===== src/link_map.svh =====
// Register offsets, mode register addresses and timing counts of the link
`ifndef LINK_MAP_SVH
`define LINK_MAP_SVH

// ==========================================================
// Controller register offsets
`define REG_CTRL 3'h0
`define REG_STATUS 3'h1
`define REG_MRR_ADDR 3'h2
`define REG_MRW_ADDR 3'h3
`define REG_MRW_DATA 3'h4
`define REG_MRR_DATA 3'h5
`define REG_REF_LO 3'h6
`define REG_REF_HI 3'h7

// Control bits
`define CTRL_SR_ENTER 0
`define CTRL_SR_EXIT 1
`define CTRL_MRR 2
`define CTRL_MRW 3
`define CTRL_AUTO_REF 4

// Status bits
`define STAT_IN_SR 0
`define STAT_BUSY 1
`define STAT_MRR_DONE 2
`define STAT_NEED_REF 3

// ==========================================================
// Mode register addresses
`define MODE_TEMPERATURE 8'h04
`define MODE_BANK_MASK 8'h10
`define MODE_SEGMENT_MASK 8'h11
`define MODE_CAL_A 8'h20
`define MODE_CAL_B 8'h28

// Reset values
`define BANK_MASK_RESET 8'h00
`define SEGMENT_MASK_RESET 8'h00

// ==========================================================
// Timing
`define CLK_PERIOD_PS 5000
`define CK_HALF_CLKS 4
`define CK_PERIOD_PS (2 * `CK_HALF_CLKS * `CLK_PERIOD_PS)
`define REFRESH_WINDOW_MS 32
`define REFRESH_MIN_COUNT 8192
`define REFRESH_WINDOW_CK \
	((64'd1000000000 * `REFRESH_WINDOW_MS) / `CK_PERIOD_PS)
`define AVG_REFRESH_CK ((64'd1000000000 * `REFRESH_WINDOW_MS) / \
	(`REFRESH_MIN_COUNT * `CK_PERIOD_PS))
`define ALL_BANK_REFRESH_NS 130
`define ALL_BANK_REFRESH_CK \
	((`ALL_BANK_REFRESH_NS * 1000 + `CK_PERIOD_PS - 1) / `CK_PERIOD_PS)
`define BURST_GAP_CK \
	((4 * `ALL_BANK_REFRESH_NS * 1000 + `CK_PERIOD_PS - 1) / `CK_PERIOD_PS)
`define MIN_SR_RESIDENCY_NS 15
`define MIN_SR_RESIDENCY_CK \
	((`MIN_SR_RESIDENCY_NS * 1000 + `CK_PERIOD_PS - 1) / `CK_PERIOD_PS)
`define SR_INTERNAL_CLKS (`MIN_SR_RESIDENCY_NS * 1000 / `CLK_PERIOD_PS)
`define SR_EXIT_NS 140
`define SR_EXIT_CK ((`SR_EXIT_NS * 1000 + `CK_PERIOD_PS - 1) / `CK_PERIOD_PS)
`define STABLE_CLOCK_CK 2
`define MRR_PERIOD_CK 2
`define MRW_PERIOD_CK 5
`define READ_LATENCY 3
`define WRITE_LATENCY 1
`define STROBE_DELAY_MAX_PS 5500
`define MRR_TO_MRW_CK (`READ_LATENCY + \
	(`STROBE_DELAY_MAX_PS + `CK_PERIOD_PS - 1) / `CK_PERIOD_PS + 4 / 2 + 1)
`define MRR_TO_WRITE_CK (`MRR_TO_MRW_CK - `WRITE_LATENCY)

`endif


===== src/link_pkg.sv =====
// State types of the controller and the memory device
package link_pkg;

	typedef enum logic [2:0] {
		CTRL_IDLE, CTRL_MRR, CTRL_SR, CTRL_SR_CLK, CTRL_XSR
	} ctrl_state_type;

	typedef enum logic {MEM_IDLE, MEM_SR} mem_state_type;

	typedef struct packed {
		ctrl_state_type st;
		logic [1:0] div;
		logic ck;
		logic cke;
		logic cs_b;
		logic [9:0] ca_r;
		logic [9:0] ca_f;
		logic [7:0] wait_cnt;
		logic [7:0] ref_timer;
		logic [3:0] ref_gap;
		logic ref_pending;
		logic need_ref;
		logic auto_ref;
		logic req_sr;
		logic req_exit;
		logic req_mrr;
		logic req_mrw;
		logic [19:0] win_cnt;
		logic [13:0] win_refs;
		logic [13:0] last_refs;
		logic [7:0] mrr_addr;
		logic [7:0] mrw_addr;
		logic [7:0] mrw_data;
		logic [7:0] mrr_data;
		logic mrr_done;
		logic [9:0] dq_s1;
		logic [9:0] dq_s2;
		logic oe_d;
		logic oe_dd;
		logic [7:0] rdata;
	} ctrl_reg_type;

	typedef struct packed {
		mem_state_type st;
		logic ck_s1;
		logic ck_s2;
		logic ck_d;
		logic cke_s1;
		logic cke_s2;
		logic cs_s1;
		logic cs_s2;
		logic [9:0] car_s1;
		logic [9:0] car_s2;
		logic [9:0] caf_s1;
		logic [9:0] caf_s2;
		logic [7:0] bank_mask;
		logic [7:0] seg_mask;
		logic [7:0] mr_addr;
		logic [7:0] sr_timer;
		logic [3:0] lat;
		logic [1:0] beat;
		logic [7:0] dq;
		logic dq_oe;
		logic dqs;
		logic in_sr;
		logic [15:0] int_refs;
		logic [63:0] regions;
	} mem_reg_type;

endpackage : link_pkg


===== src/link_if.sv =====
// Command, clock and read data wires between controller and memory
`timescale 1ns/1ps

interface link_if;
	logic ck;
	logic cke;
	logic cs_b;
	logic [9:0] ca_r;
	logic [9:0] ca_f;
	logic [7:0] dq;
	logic dq_oe;
	logic dqs;

	modport controller (
		output ck,
		output cke,
		output cs_b,
		output ca_r,
		output ca_f,
		input dq,
		input dq_oe,
		input dqs
	);

	modport memory (
		input ck,
		input cke,
		input cs_b,
		input ca_r,
		input ca_f,
		output dq,
		output dq_oe,
		output dqs
	);
endinterface : link_if


===== src/mem_controller.sv =====
// Memory controller end: refresh scheduling, self refresh, mode reg access
// Contract
// - Enough all-bank refreshes in every refresh window
// - Eight per-bank refreshes may replace one
// - At most eight all-bank refreshes per burst window
// - Self refresh time reduces the required count
// - Self refresh entry: CKE, CS, CA0, CA1 low, CA2 high
// - CKE high before entry, NOP after it
// - CKE low keeps self refresh, rest ignored
// - Device refreshes internally within minimum residency
// - Stay in self refresh for minimum residency
// - Clock may stop after entry, restart before exit
// - Two stable clocks before CKE rises
// - Only NOPs with CKE high during exit interval
// - One refresh between exit and next entry
// - All banks idle before self refresh entry
// - Bank mask blocks refresh of masked banks
// - Segment mask blocks refresh of masked segments
// - Mode read decode: CS, CA0-2 low, CA3 high
// - Register data on first beat, low byte
// - Mode read burst of four, NOPs for period
// - Mode read to mode write spacing kept
// - No mode read within half burst after read
// - Write to mode read spacing kept
// - First calibration register returns one zero one zero
//
// Strobed register access was chosen for this implementation.
`timescale 1ns/1ps
`include "link_map.svh"

module mem_controller #(
	parameter int unsigned REFRESH_WINDOW_CK = 32'(`REFRESH_WINDOW_CK)
) (
	input wire logic clk,
	input wire logic rst_b,
	input wire logic [2:0] addr,
	input wire logic [7:0] wdata,
	input wire logic wr,
	input wire logic rd,
	output logic [7:0] rdata,
	link_if.controller link
);

	link_pkg::ctrl_reg_type r;
	link_pkg::ctrl_reg_type n;

	// ==========================================================
	// Next state
	always_comb begin
		logic last;
		logic fall;
		logic due;
		last = r.div == 2'(`CK_HALF_CLKS - 1);
		fall = last & r.ck;
		due = 1'b0;
		n = r;

		// Link clock divider, runs free in every state
		n.div = last ? 2'h0 : r.div + 2'h1;
		if (last) begin
			n.ck = ~r.ck;
		end

		// Read data capture through a two-stage synchroniser
		n.dq_s1 = {link.dqs, link.dq_oe, link.dq};
		n.dq_s2 = r.dq_s1;
		n.oe_d = r.dq_s2[8];
		n.oe_dd = r.oe_d;

		// ======================================================
		// Register port
		n.rdata = 8'h00;
		if (rd) begin
			case (addr)
				`REG_CTRL: n.rdata = {3'h0, r.auto_ref, r.req_mrw, r.req_mrr,
					r.req_exit, r.req_sr};
				`REG_STATUS: begin
					n.rdata = {4'h0, r.need_ref, r.mrr_done,
						r.st != link_pkg::CTRL_IDLE, r.st == link_pkg::CTRL_SR};
					n.mrr_done = 1'b0;
				end
				`REG_MRR_ADDR: n.rdata = r.mrr_addr;
				`REG_MRW_ADDR: n.rdata = r.mrw_addr;
				`REG_MRW_DATA: n.rdata = r.mrw_data;
				`REG_MRR_DATA: n.rdata = r.mrr_data;
				`REG_REF_LO: n.rdata = r.last_refs[7:0];
				`REG_REF_HI: n.rdata = {2'h0, r.last_refs[13:8]};
				default: n.rdata = 8'h00;
			endcase
		end
		if (wr) begin
			case (addr)
				`REG_CTRL: begin
					n.auto_ref = wdata[`CTRL_AUTO_REF];
				end
				`REG_MRR_ADDR: n.mrr_addr = wdata;
				`REG_MRW_ADDR: n.mrw_addr = wdata;
				`REG_MRW_DATA: n.mrw_data = wdata;
				default: begin
				end
			endcase
		end

		// First beat of a read burst; set wins over a status read
		if (r.oe_d && !r.oe_dd && r.st == link_pkg::CTRL_MRR) begin
			n.mrr_data = r.dq_s2[7:0];
			n.mrr_done = 1'b1;
		end

		// ======================================================
		// Command sequencer, one step per link clock cycle
		if (fall) begin
			n.cs_b = 1'b1;
			n.ca_r = 10'h000;
			n.ca_f = 10'h000;
			if (r.wait_cnt != 8'h00) begin
				n.wait_cnt = r.wait_cnt - 8'h01;
			end
			if (r.ref_gap != 4'h0) begin
				n.ref_gap = r.ref_gap - 4'h1;
			end

			// Refresh interval timer and fixed window count, cleared at each window end
			if (r.ref_timer == 8'(`AVG_REFRESH_CK - 1)) begin
				n.ref_timer = 8'h00;
				if (r.st == link_pkg::CTRL_SR) begin
					n.win_refs = r.win_refs + 14'h0001;
					n.ref_pending = 1'b0;
				end else if (r.auto_ref) begin
					n.ref_pending = 1'b1;
				end
			end else begin
				n.ref_timer = r.ref_timer + 8'h01;
			end
			if (r.win_cnt == 20'(REFRESH_WINDOW_CK - 1)) begin
				n.win_cnt = 20'h00000;
				n.last_refs = r.win_refs;
				n.win_refs = 14'h0000;
			end else begin
				n.win_cnt = r.win_cnt + 20'h00001;
			end

			due = r.ref_pending && r.ref_gap == 4'h0;
			case (r.st)
				link_pkg::CTRL_IDLE: begin
					n.req_exit = 1'b0;
					// No array reads or writes are issued, so no bank is
					// ever open and the read/write to mode read gaps hold
					if (r.wait_cnt != 8'h00) begin
						n.cs_b = 1'b1;
					end else if (due) begin
						// All-bank refresh only; per-bank refresh is unused
						n.cs_b = 1'b0;
						n.ca_r[2:0] = 3'b100;
						n.ref_pending = 1'b0;
						n.need_ref = 1'b0;
						n.ref_gap = 4'(`BURST_GAP_CK);
						n.wait_cnt = 8'(`ALL_BANK_REFRESH_CK);
						n.win_refs = r.win_refs + 14'h0001;
					end else if (r.req_mrw) begin
						n.cs_b = 1'b0;
						n.ca_r = {r.mrw_addr[7:2], 4'b0000};
						n.ca_f = {r.mrw_data, r.mrw_addr[1:0]};
						n.req_mrw = 1'b0;
						n.wait_cnt = 8'(`MRW_PERIOD_CK);
					end else if (r.req_mrr) begin
						n.cs_b = 1'b0;
						n.ca_r = {r.mrr_addr[7:2], 4'b1000};
						n.ca_f = {8'h00, r.mrr_addr[1:0]};
						n.req_mrr = 1'b0;
						n.st = link_pkg::CTRL_MRR;
						n.wait_cnt = 8'(`MRR_TO_MRW_CK);
					end else if (r.req_sr && !r.need_ref) begin
						// CKE was high in the cycle before this one
						n.cke = 1'b0;
						n.cs_b = 1'b0;
						n.ca_r[2:0] = 3'b100;
						n.req_sr = 1'b0;
						n.st = link_pkg::CTRL_SR;
						n.wait_cnt = 8'(`MIN_SR_RESIDENCY_CK);
					end
				end
				link_pkg::CTRL_MRR: begin
					// Only NOPs until burst and mode write gap are over
					if (r.wait_cnt == 8'h00) begin
						n.st = link_pkg::CTRL_IDLE;
					end
				end
				link_pkg::CTRL_SR: begin
					n.cke = 1'b0;
					if (r.req_exit && r.wait_cnt == 8'h00) begin
						n.req_exit = 1'b0;
						n.st = link_pkg::CTRL_SR_CLK;
						n.wait_cnt = 8'(`STABLE_CLOCK_CK);
					end
				end
				link_pkg::CTRL_SR_CLK: begin
					if (r.wait_cnt == 8'h00) begin
						n.cke = 1'b1;
						n.st = link_pkg::CTRL_XSR;
						n.need_ref = 1'b1;
						n.wait_cnt = 8'(`SR_EXIT_CK);
					end
				end
				link_pkg::CTRL_XSR: begin
					n.cke = 1'b1;
					if (r.wait_cnt == 8'h00) begin
						n.st = link_pkg::CTRL_IDLE;
					end
				end
				default: begin
					n.st = link_pkg::CTRL_IDLE;
				end
			endcase
		end

		// A request written as the sequencer takes the last one is kept
		if (wr && addr == `REG_CTRL) begin
			n.req_sr = n.req_sr | wdata[`CTRL_SR_ENTER];
			n.req_exit = n.req_exit | wdata[`CTRL_SR_EXIT];
			n.req_mrr = n.req_mrr | wdata[`CTRL_MRR];
			n.req_mrw = n.req_mrw | wdata[`CTRL_MRW];
		end
	end

	// ==========================================================
	// State register
	always_ff @(posedge clk or negedge rst_b) begin
		if (!rst_b) begin
			r <= '0;
			r.cke <= 1'b1;
			r.cs_b <= 1'b1;
			r.auto_ref <= 1'b1;
		end else begin
			r <= n;
		end
	end

	assign link.ck = r.ck;
	assign link.cke = r.cke;
	assign link.cs_b = r.cs_b;
	assign link.ca_r = r.ca_r;
	assign link.ca_f = r.ca_f;
	assign rdata = r.rdata;

endmodule : mem_controller


===== src/flat_wrapper.sv =====
// flat-port wrapper written by rule: the top's interface ports become plain ports
module mem_controller_flat 
#(
	parameter int unsigned REFRESH_WINDOW_CK = 32'(`REFRESH_WINDOW_CK)
)
  (clk, rst_b, addr, wdata, wr, rd, rdata, link_ck, link_cke, link_cs_b, link_ca_r, link_ca_f, link_dq, link_dq_oe, link_dqs);
  link_if link_i ();
  input wire logic clk;
  input wire logic rst_b;
  input wire logic [2:0] addr;
  input wire logic [7:0] wdata;
  input wire logic wr;
  input wire logic rd;
  output logic [7:0] rdata;
  output wire logic [$bits(link_i.ck)-1:0] link_ck;
  output wire logic [$bits(link_i.cke)-1:0] link_cke;
  output wire logic [$bits(link_i.cs_b)-1:0] link_cs_b;
  output wire logic [$bits(link_i.ca_r)-1:0] link_ca_r;
  output wire logic [$bits(link_i.ca_f)-1:0] link_ca_f;
  input wire logic [$bits(link_i.dq)-1:0] link_dq;
  input wire logic [$bits(link_i.dq_oe)-1:0] link_dq_oe;
  input wire logic [$bits(link_i.dqs)-1:0] link_dqs;
  assign link_ck = link_i.ck;
  assign link_cke = link_i.cke;
  assign link_cs_b = link_i.cs_b;
  assign link_ca_r = link_i.ca_r;
  assign link_ca_f = link_i.ca_f;
  assign link_i.dq = link_dq;
  assign link_i.dq_oe = link_dq_oe;
  assign link_i.dqs = link_dqs;
  mem_controller #(.REFRESH_WINDOW_CK(REFRESH_WINDOW_CK)) u_core (.clk(clk), .rst_b(rst_b), .addr(addr), .wdata(wdata), .wr(wr), .rd(rd), .rdata(rdata), .link(link_i));
endmodule

===== config.mk =====
export PLATFORM = sky130hd
export DESIGN_NAME = mem_controller_flat
export DESIGN_NICKNAME = d
export VERILOG_FILES = /design/src/link_pkg.sv /design/src/link_if.sv /design/src/mem_controller.sv /design/src/flat_wrapper.sv
export VERILOG_INCLUDE_DIRS = /design/src
export SDC_FILE = /design/constraint.sdc
export NUM_CORES = 1
export LEC_CHECK = 0
export BUFFER_PORTS_ARGS = -buffer_cell sky130_fd_sc_hd__buf_2
export CORE_MARGIN = 2
export CORE_UTILIZATION = 54
export CTS_CLUSTER_DIAMETER = 200
export DETAILED_ROUTE_END_ITERATION = 12
export GPL_ROUTABILITY_DRIVEN = 0
export MAX_ROUTING_LAYER = met4
export PLACE_DENSITY_LB_ADDON = 0.25
export SYNTH_ARGS = -nofsm -noshare
export SYNTH_HDL_FRONTEND = slang
export SYNTH_SLANG_ARGS = --single-unit

===== constraint.sdc =====
create_clock -name clk -period 2.61 [get_ports clk]
set_clock_uncertainty 0.2 [all_clocks]
set_input_delay 0.3915 -clock clk [delete_from_list [all_inputs] [get_ports clk]]
set_output_delay 0.3915 -clock clk [all_outputs]
set_load 0.05 [all_outputs]

==> run_results.csv <==
group,metric,value,unit
power,ir_worst_vdd,0.520,mV
worst_setup_path,cp_top_family,"simple AND/OR/NAND/NOR gates",
power,p_int,4660,µW
run,drv_cap,0,
cells_and_area,multi_input_area,3160,µm²
timing,hold_viol,0,
global_route,antenna_found_initial,0,
run_status,status,"complete, no violations",
timing,worst_pin_slew,0.819,ns
yosys,yosysWarningCount,0,
drt,postRouteAntennaNets,0,
clock_tree,clock_path_buffers,2,
cells_and_area,syn2layout_area_growth,15.3,%
yosys,syn_inst,676,
drt,first_pass_iters,5,
power,p_leak,0.00403,µW
cells_and_area,antenna_cells,0,
clock_tree,root_buffer,"clkbuf_16",
floorplanning,io_pins,56,
timing,slew-limit-headroom,44.9,%
global_route,grt_max_degree,52,
worst_setup_path,worstPathMaxFanout,12,
worst_setup_path,cp_slowest_stage_delay,0.56,ns
drt,drt_iter0_markers,620,
drt,via_per_inst,5.90,
timing,maxSlewViolCount,0,
timing,setup_viol,0,
place,place_area,8070,µm²
timing,fin_crit_sh,96.7,%
cells_and_area,final_util,63.5,%
timing,max_freq,396,MHz
global_route,track_usage,24.5,%
cells_and_area,final_nets,775,
yosys,avgSynthCellArea,11.3,µm²
hold_path,hp-class,"input pin to register",
global_route,grt.overflow.total,0,
worst_setup_path,critPathBufInv,1,
worst_setup_path,r2r-start,"u_core.r[130]$_DFFE_PN0P_",
floorplanning,die_w,123,µm
global_route,grt_pass1_vias,5532,
timing,finalCriticalPeriod,2.52,ns
clock_tree,clock-sinks,162,
worst_setup_path,cp-end-kind,"register",
cells_and_area,regArea,4060,µm²
floorplanning,die_h,123,µm
power,swShare,29.2,%
global_route,grt_pass1_wl,27500,µm
place,dp_hpwl,11500,µm
timing,rsz0062_at_grt,"false",
worst_setup_path,criticalPathCategory,"register to register",
yosys,synthDistinctLibCells,70,
power,seqPwrFrac,46.1,%
floorplanning,start_util,55.0,%
clock_tree,clkTransAtPathRegs,0.07,ns
cells_and_area,design_area,8770,µm²
clock_tree,cts_tree,"built",
yosys,synth_area,7610,µm²
cells_and_area,fillers,1055,
power,p_per_area,750,nW/µm²
power,p_comb_share,17.3,%
floorplanning,rows,43,
cells_and_area,drive_above_1_share,24.9,%
clock_tree,clkLatencyLatePin,0.43,ns
yosys,async_flop_share,100,%
worst_setup_path,arrival,2.68,ns
worst_setup_path,required,2.76,ns
clock_tree,cts_buffers,17,
worst_setup_path,worstSetupStartpointType,"register",
power,switching_power,1920,µW
hold_path,worstHoldPathCells,2,
timing,fin_setup_tns,0,ns
yosys,ys_ff_latch,162,
hold_path,hp-start,"wdata[5]",
floorplanning,core_area,13800,µm²
floorplanning,dieArea,15100,µm²
place,io_buffers,52,
worst_setup_path,crit_cells,7,
worst_setup_path,crit_chain,"inv_1, ha_1, nor4b_4, and4_1, o21ai_2, or4_1, a21oi_1",
yosys,ys.flop_type,"dfrtp_1",
drt,routed_wl,16400,µm
worst_setup_path,slowest_stage,"or4_1",
drt,vias,5506,
worst_setup_path,worstSetupStartpoint,"u_core.r[130]$_DFFE_PN0P_",
worst_setup_path,ff2ff_path_depth,7,
yosys,ys_seq_area_share,53.3,%
power,p_clk_share,36.5,%
drt,avgRoutedWirePerCell,17.6,µm
drt,drc,0,
clock_tree,h-tree-depth,4,
yosys,synth-edff-count,0,
## layout make-up
type,count,area share (%)
sequential,162,46.2
multi-input combinational,441,36.0
timing repair buffer,101,7.80
tap,180,2.57
clock buffer,20,5.20
inverter,18,0.770
clock inverter,12,1.40
## power groups by stage
| stage | Sequential [µW] | Clock [µW] | Combinational, µW |
|---|---|---|---|
| detailed placement | 3070 | 0 | 1110 |
| global placement | 3050 | 0 | 1080 |
| global route | 3070 | 2590 | 1250 |
| floorplan | 3000 | 0 | 777 |
| CTS | 3030 | 2450 | 1140 |
| finish | 3030 | 2400 | 1140 |
## state kept, by name (all words and copies together), names as in the netlist
register	flops
u_core.link.ca_f	10
u_core.link.cke	1
u_core.n	11
u_core.link.ck	1
u_core.rdata	8
u_core.r	122
u_core.link.ca_r	8
u_core.link.cs_b	1
## layer usage
metal / up-vias / global-route usage, % / wire [µm]
met5: - / - / 0
met4: 0 / 9.70 / 313
met3: 23 / 4.51 / 745
met2: 168 / 37.6 / 7900
met1: 2752 / 32.3 / 7470
li1: 2563 / - / -
## final timing paths
path	slack [ns]	to
max	0.09	u_core.r[85]$_DFFE_PN0P_
min	0.03	u_core.r[60]$_DFFE_PN0P_
max reg2reg	0.09	u_core.r[85]$_DFFE_PN0P_
min reg2reg	0.14	u_core.r[16]$_DFF_PN0_
max in group asynchronous	1.19	u_core.r[115]$_DFFE_PN1P_
min in group asynchronous	0.26	u_core.r[37]$_DFFE_PN0P_
## cell usage in the layout, fill, tap and decap left out, types with 5 or more instances in the layout
cell | netlist | layout
a21oi_1 | 30 | 30
xor2_1 | 7 | 7
nand2_1 | 56 | 56
xnor2_1 | 20 | 20
a311oi_1 | 5 | 5
a21o_1 | 8 | 8
mux2_1 | 13 | 13
buf_4 | 28 | 37
nor3_1 | 10 | 10
a221oi_1 | 5 | 5
dfrtp_1 | 159 | 159
buf_2 | 7 | 51
clkbuf_16 | 0 | 17
ha_1 | 9 | 9
nor2b_1 | 7 | 7
nand3_1 | 18 | 18
nor2_1 | 42 | 41
o31ai_1 | 9 | 9
a22oi_1 | 14 | 14
nand2b_1 | 5 | 5
and3_1 | 7 | 7
o21ai_0 | 24 | 24
a22o_1 | 13 | 13
mux2_2 | 41 | 41
inv_1 | 18 | 18
nand4_1 | 15 | 15
dlygate4sd3_1 | 0 | 10
## through the flow
| stage | instances | hold slack, ns | power, µW | worst slack [ns] |
|---|---|---|---|---|
| finish | 934 | 0.0332 | 6580 | 0.0861 |
| global route | 934 | 0.0259 | 6910 | 0.00243 |
| CTS | 933 | 0.0114 | 6620 | 0.106 |
| detailed placement | 891 | 0.135 | 4180 | 0.107 |
| global placement | 891 | 0.132 | 4130 | 0.181 |
| floorplan | 677 | -0.104 | 3780 | 0.0620 |
## synthesized netlist by cell type (5+ instances only)
cell type | number | share of area (%)
nor2_1 | 42 | 2.1
o31ai_1 | 9 | 0.89
mux2_1 | 13 | 1.9
dfrtp_1 | 159 | 52
nand2b_1 | 5 | 0.41
a22oi_1 | 14 | 1.4
a21oi_1 | 30 | 2.0
xnor2_1 | 20 | 2.3
mux2_2 | 41 | 6.1
nand4_1 | 15 | 1.2
xor2_1 | 7 | 0.81
o21ai_0 | 24 | 1.6
a22o_1 | 13 | 1.5
inv_1 | 18 | 0.89
nand3_1 | 18 | 1.2
ha_1 | 9 | 1.5
buf_2 | 7 | 0.46
a21o_1 | 8 | 0.79
a221oi_1 | 5 | 0.58
and3_1 | 7 | 0.58
buf_4 | 28 | 2.8
clkbuf_1 | 16 | 0.79
a311oi_1 | 5 | 0.58
nand2_1 | 56 | 2.8
nor2b_1 | 7 | 0.58
nor3_1 | 10 | 0.66
## logic make-up after synthesis
group                    after synthesis  synth area share (%)
AND/OR/NAND/NOR                      202                  14.6
flip-flops                           162                  53.3
buffers and inverters                 74                  5.44
AO/OA/AOI/OAI                        141                  12.7
multiplexers                          60                  9.27
other                                  1                0.0493
XOR/XNOR                              27                  3.11
adder cells (fa/ha/maj)                9                  1.48
## what timing repair did
action	4_1_cts	5_1_grt
hold buffers	10	0
buffers inserted	0	1
setup endpoints to repair	0	8
resized for setup	0	5
hold endpoints to repair	54	0
No activity file was read; power rests on OpenSTA's default activity.
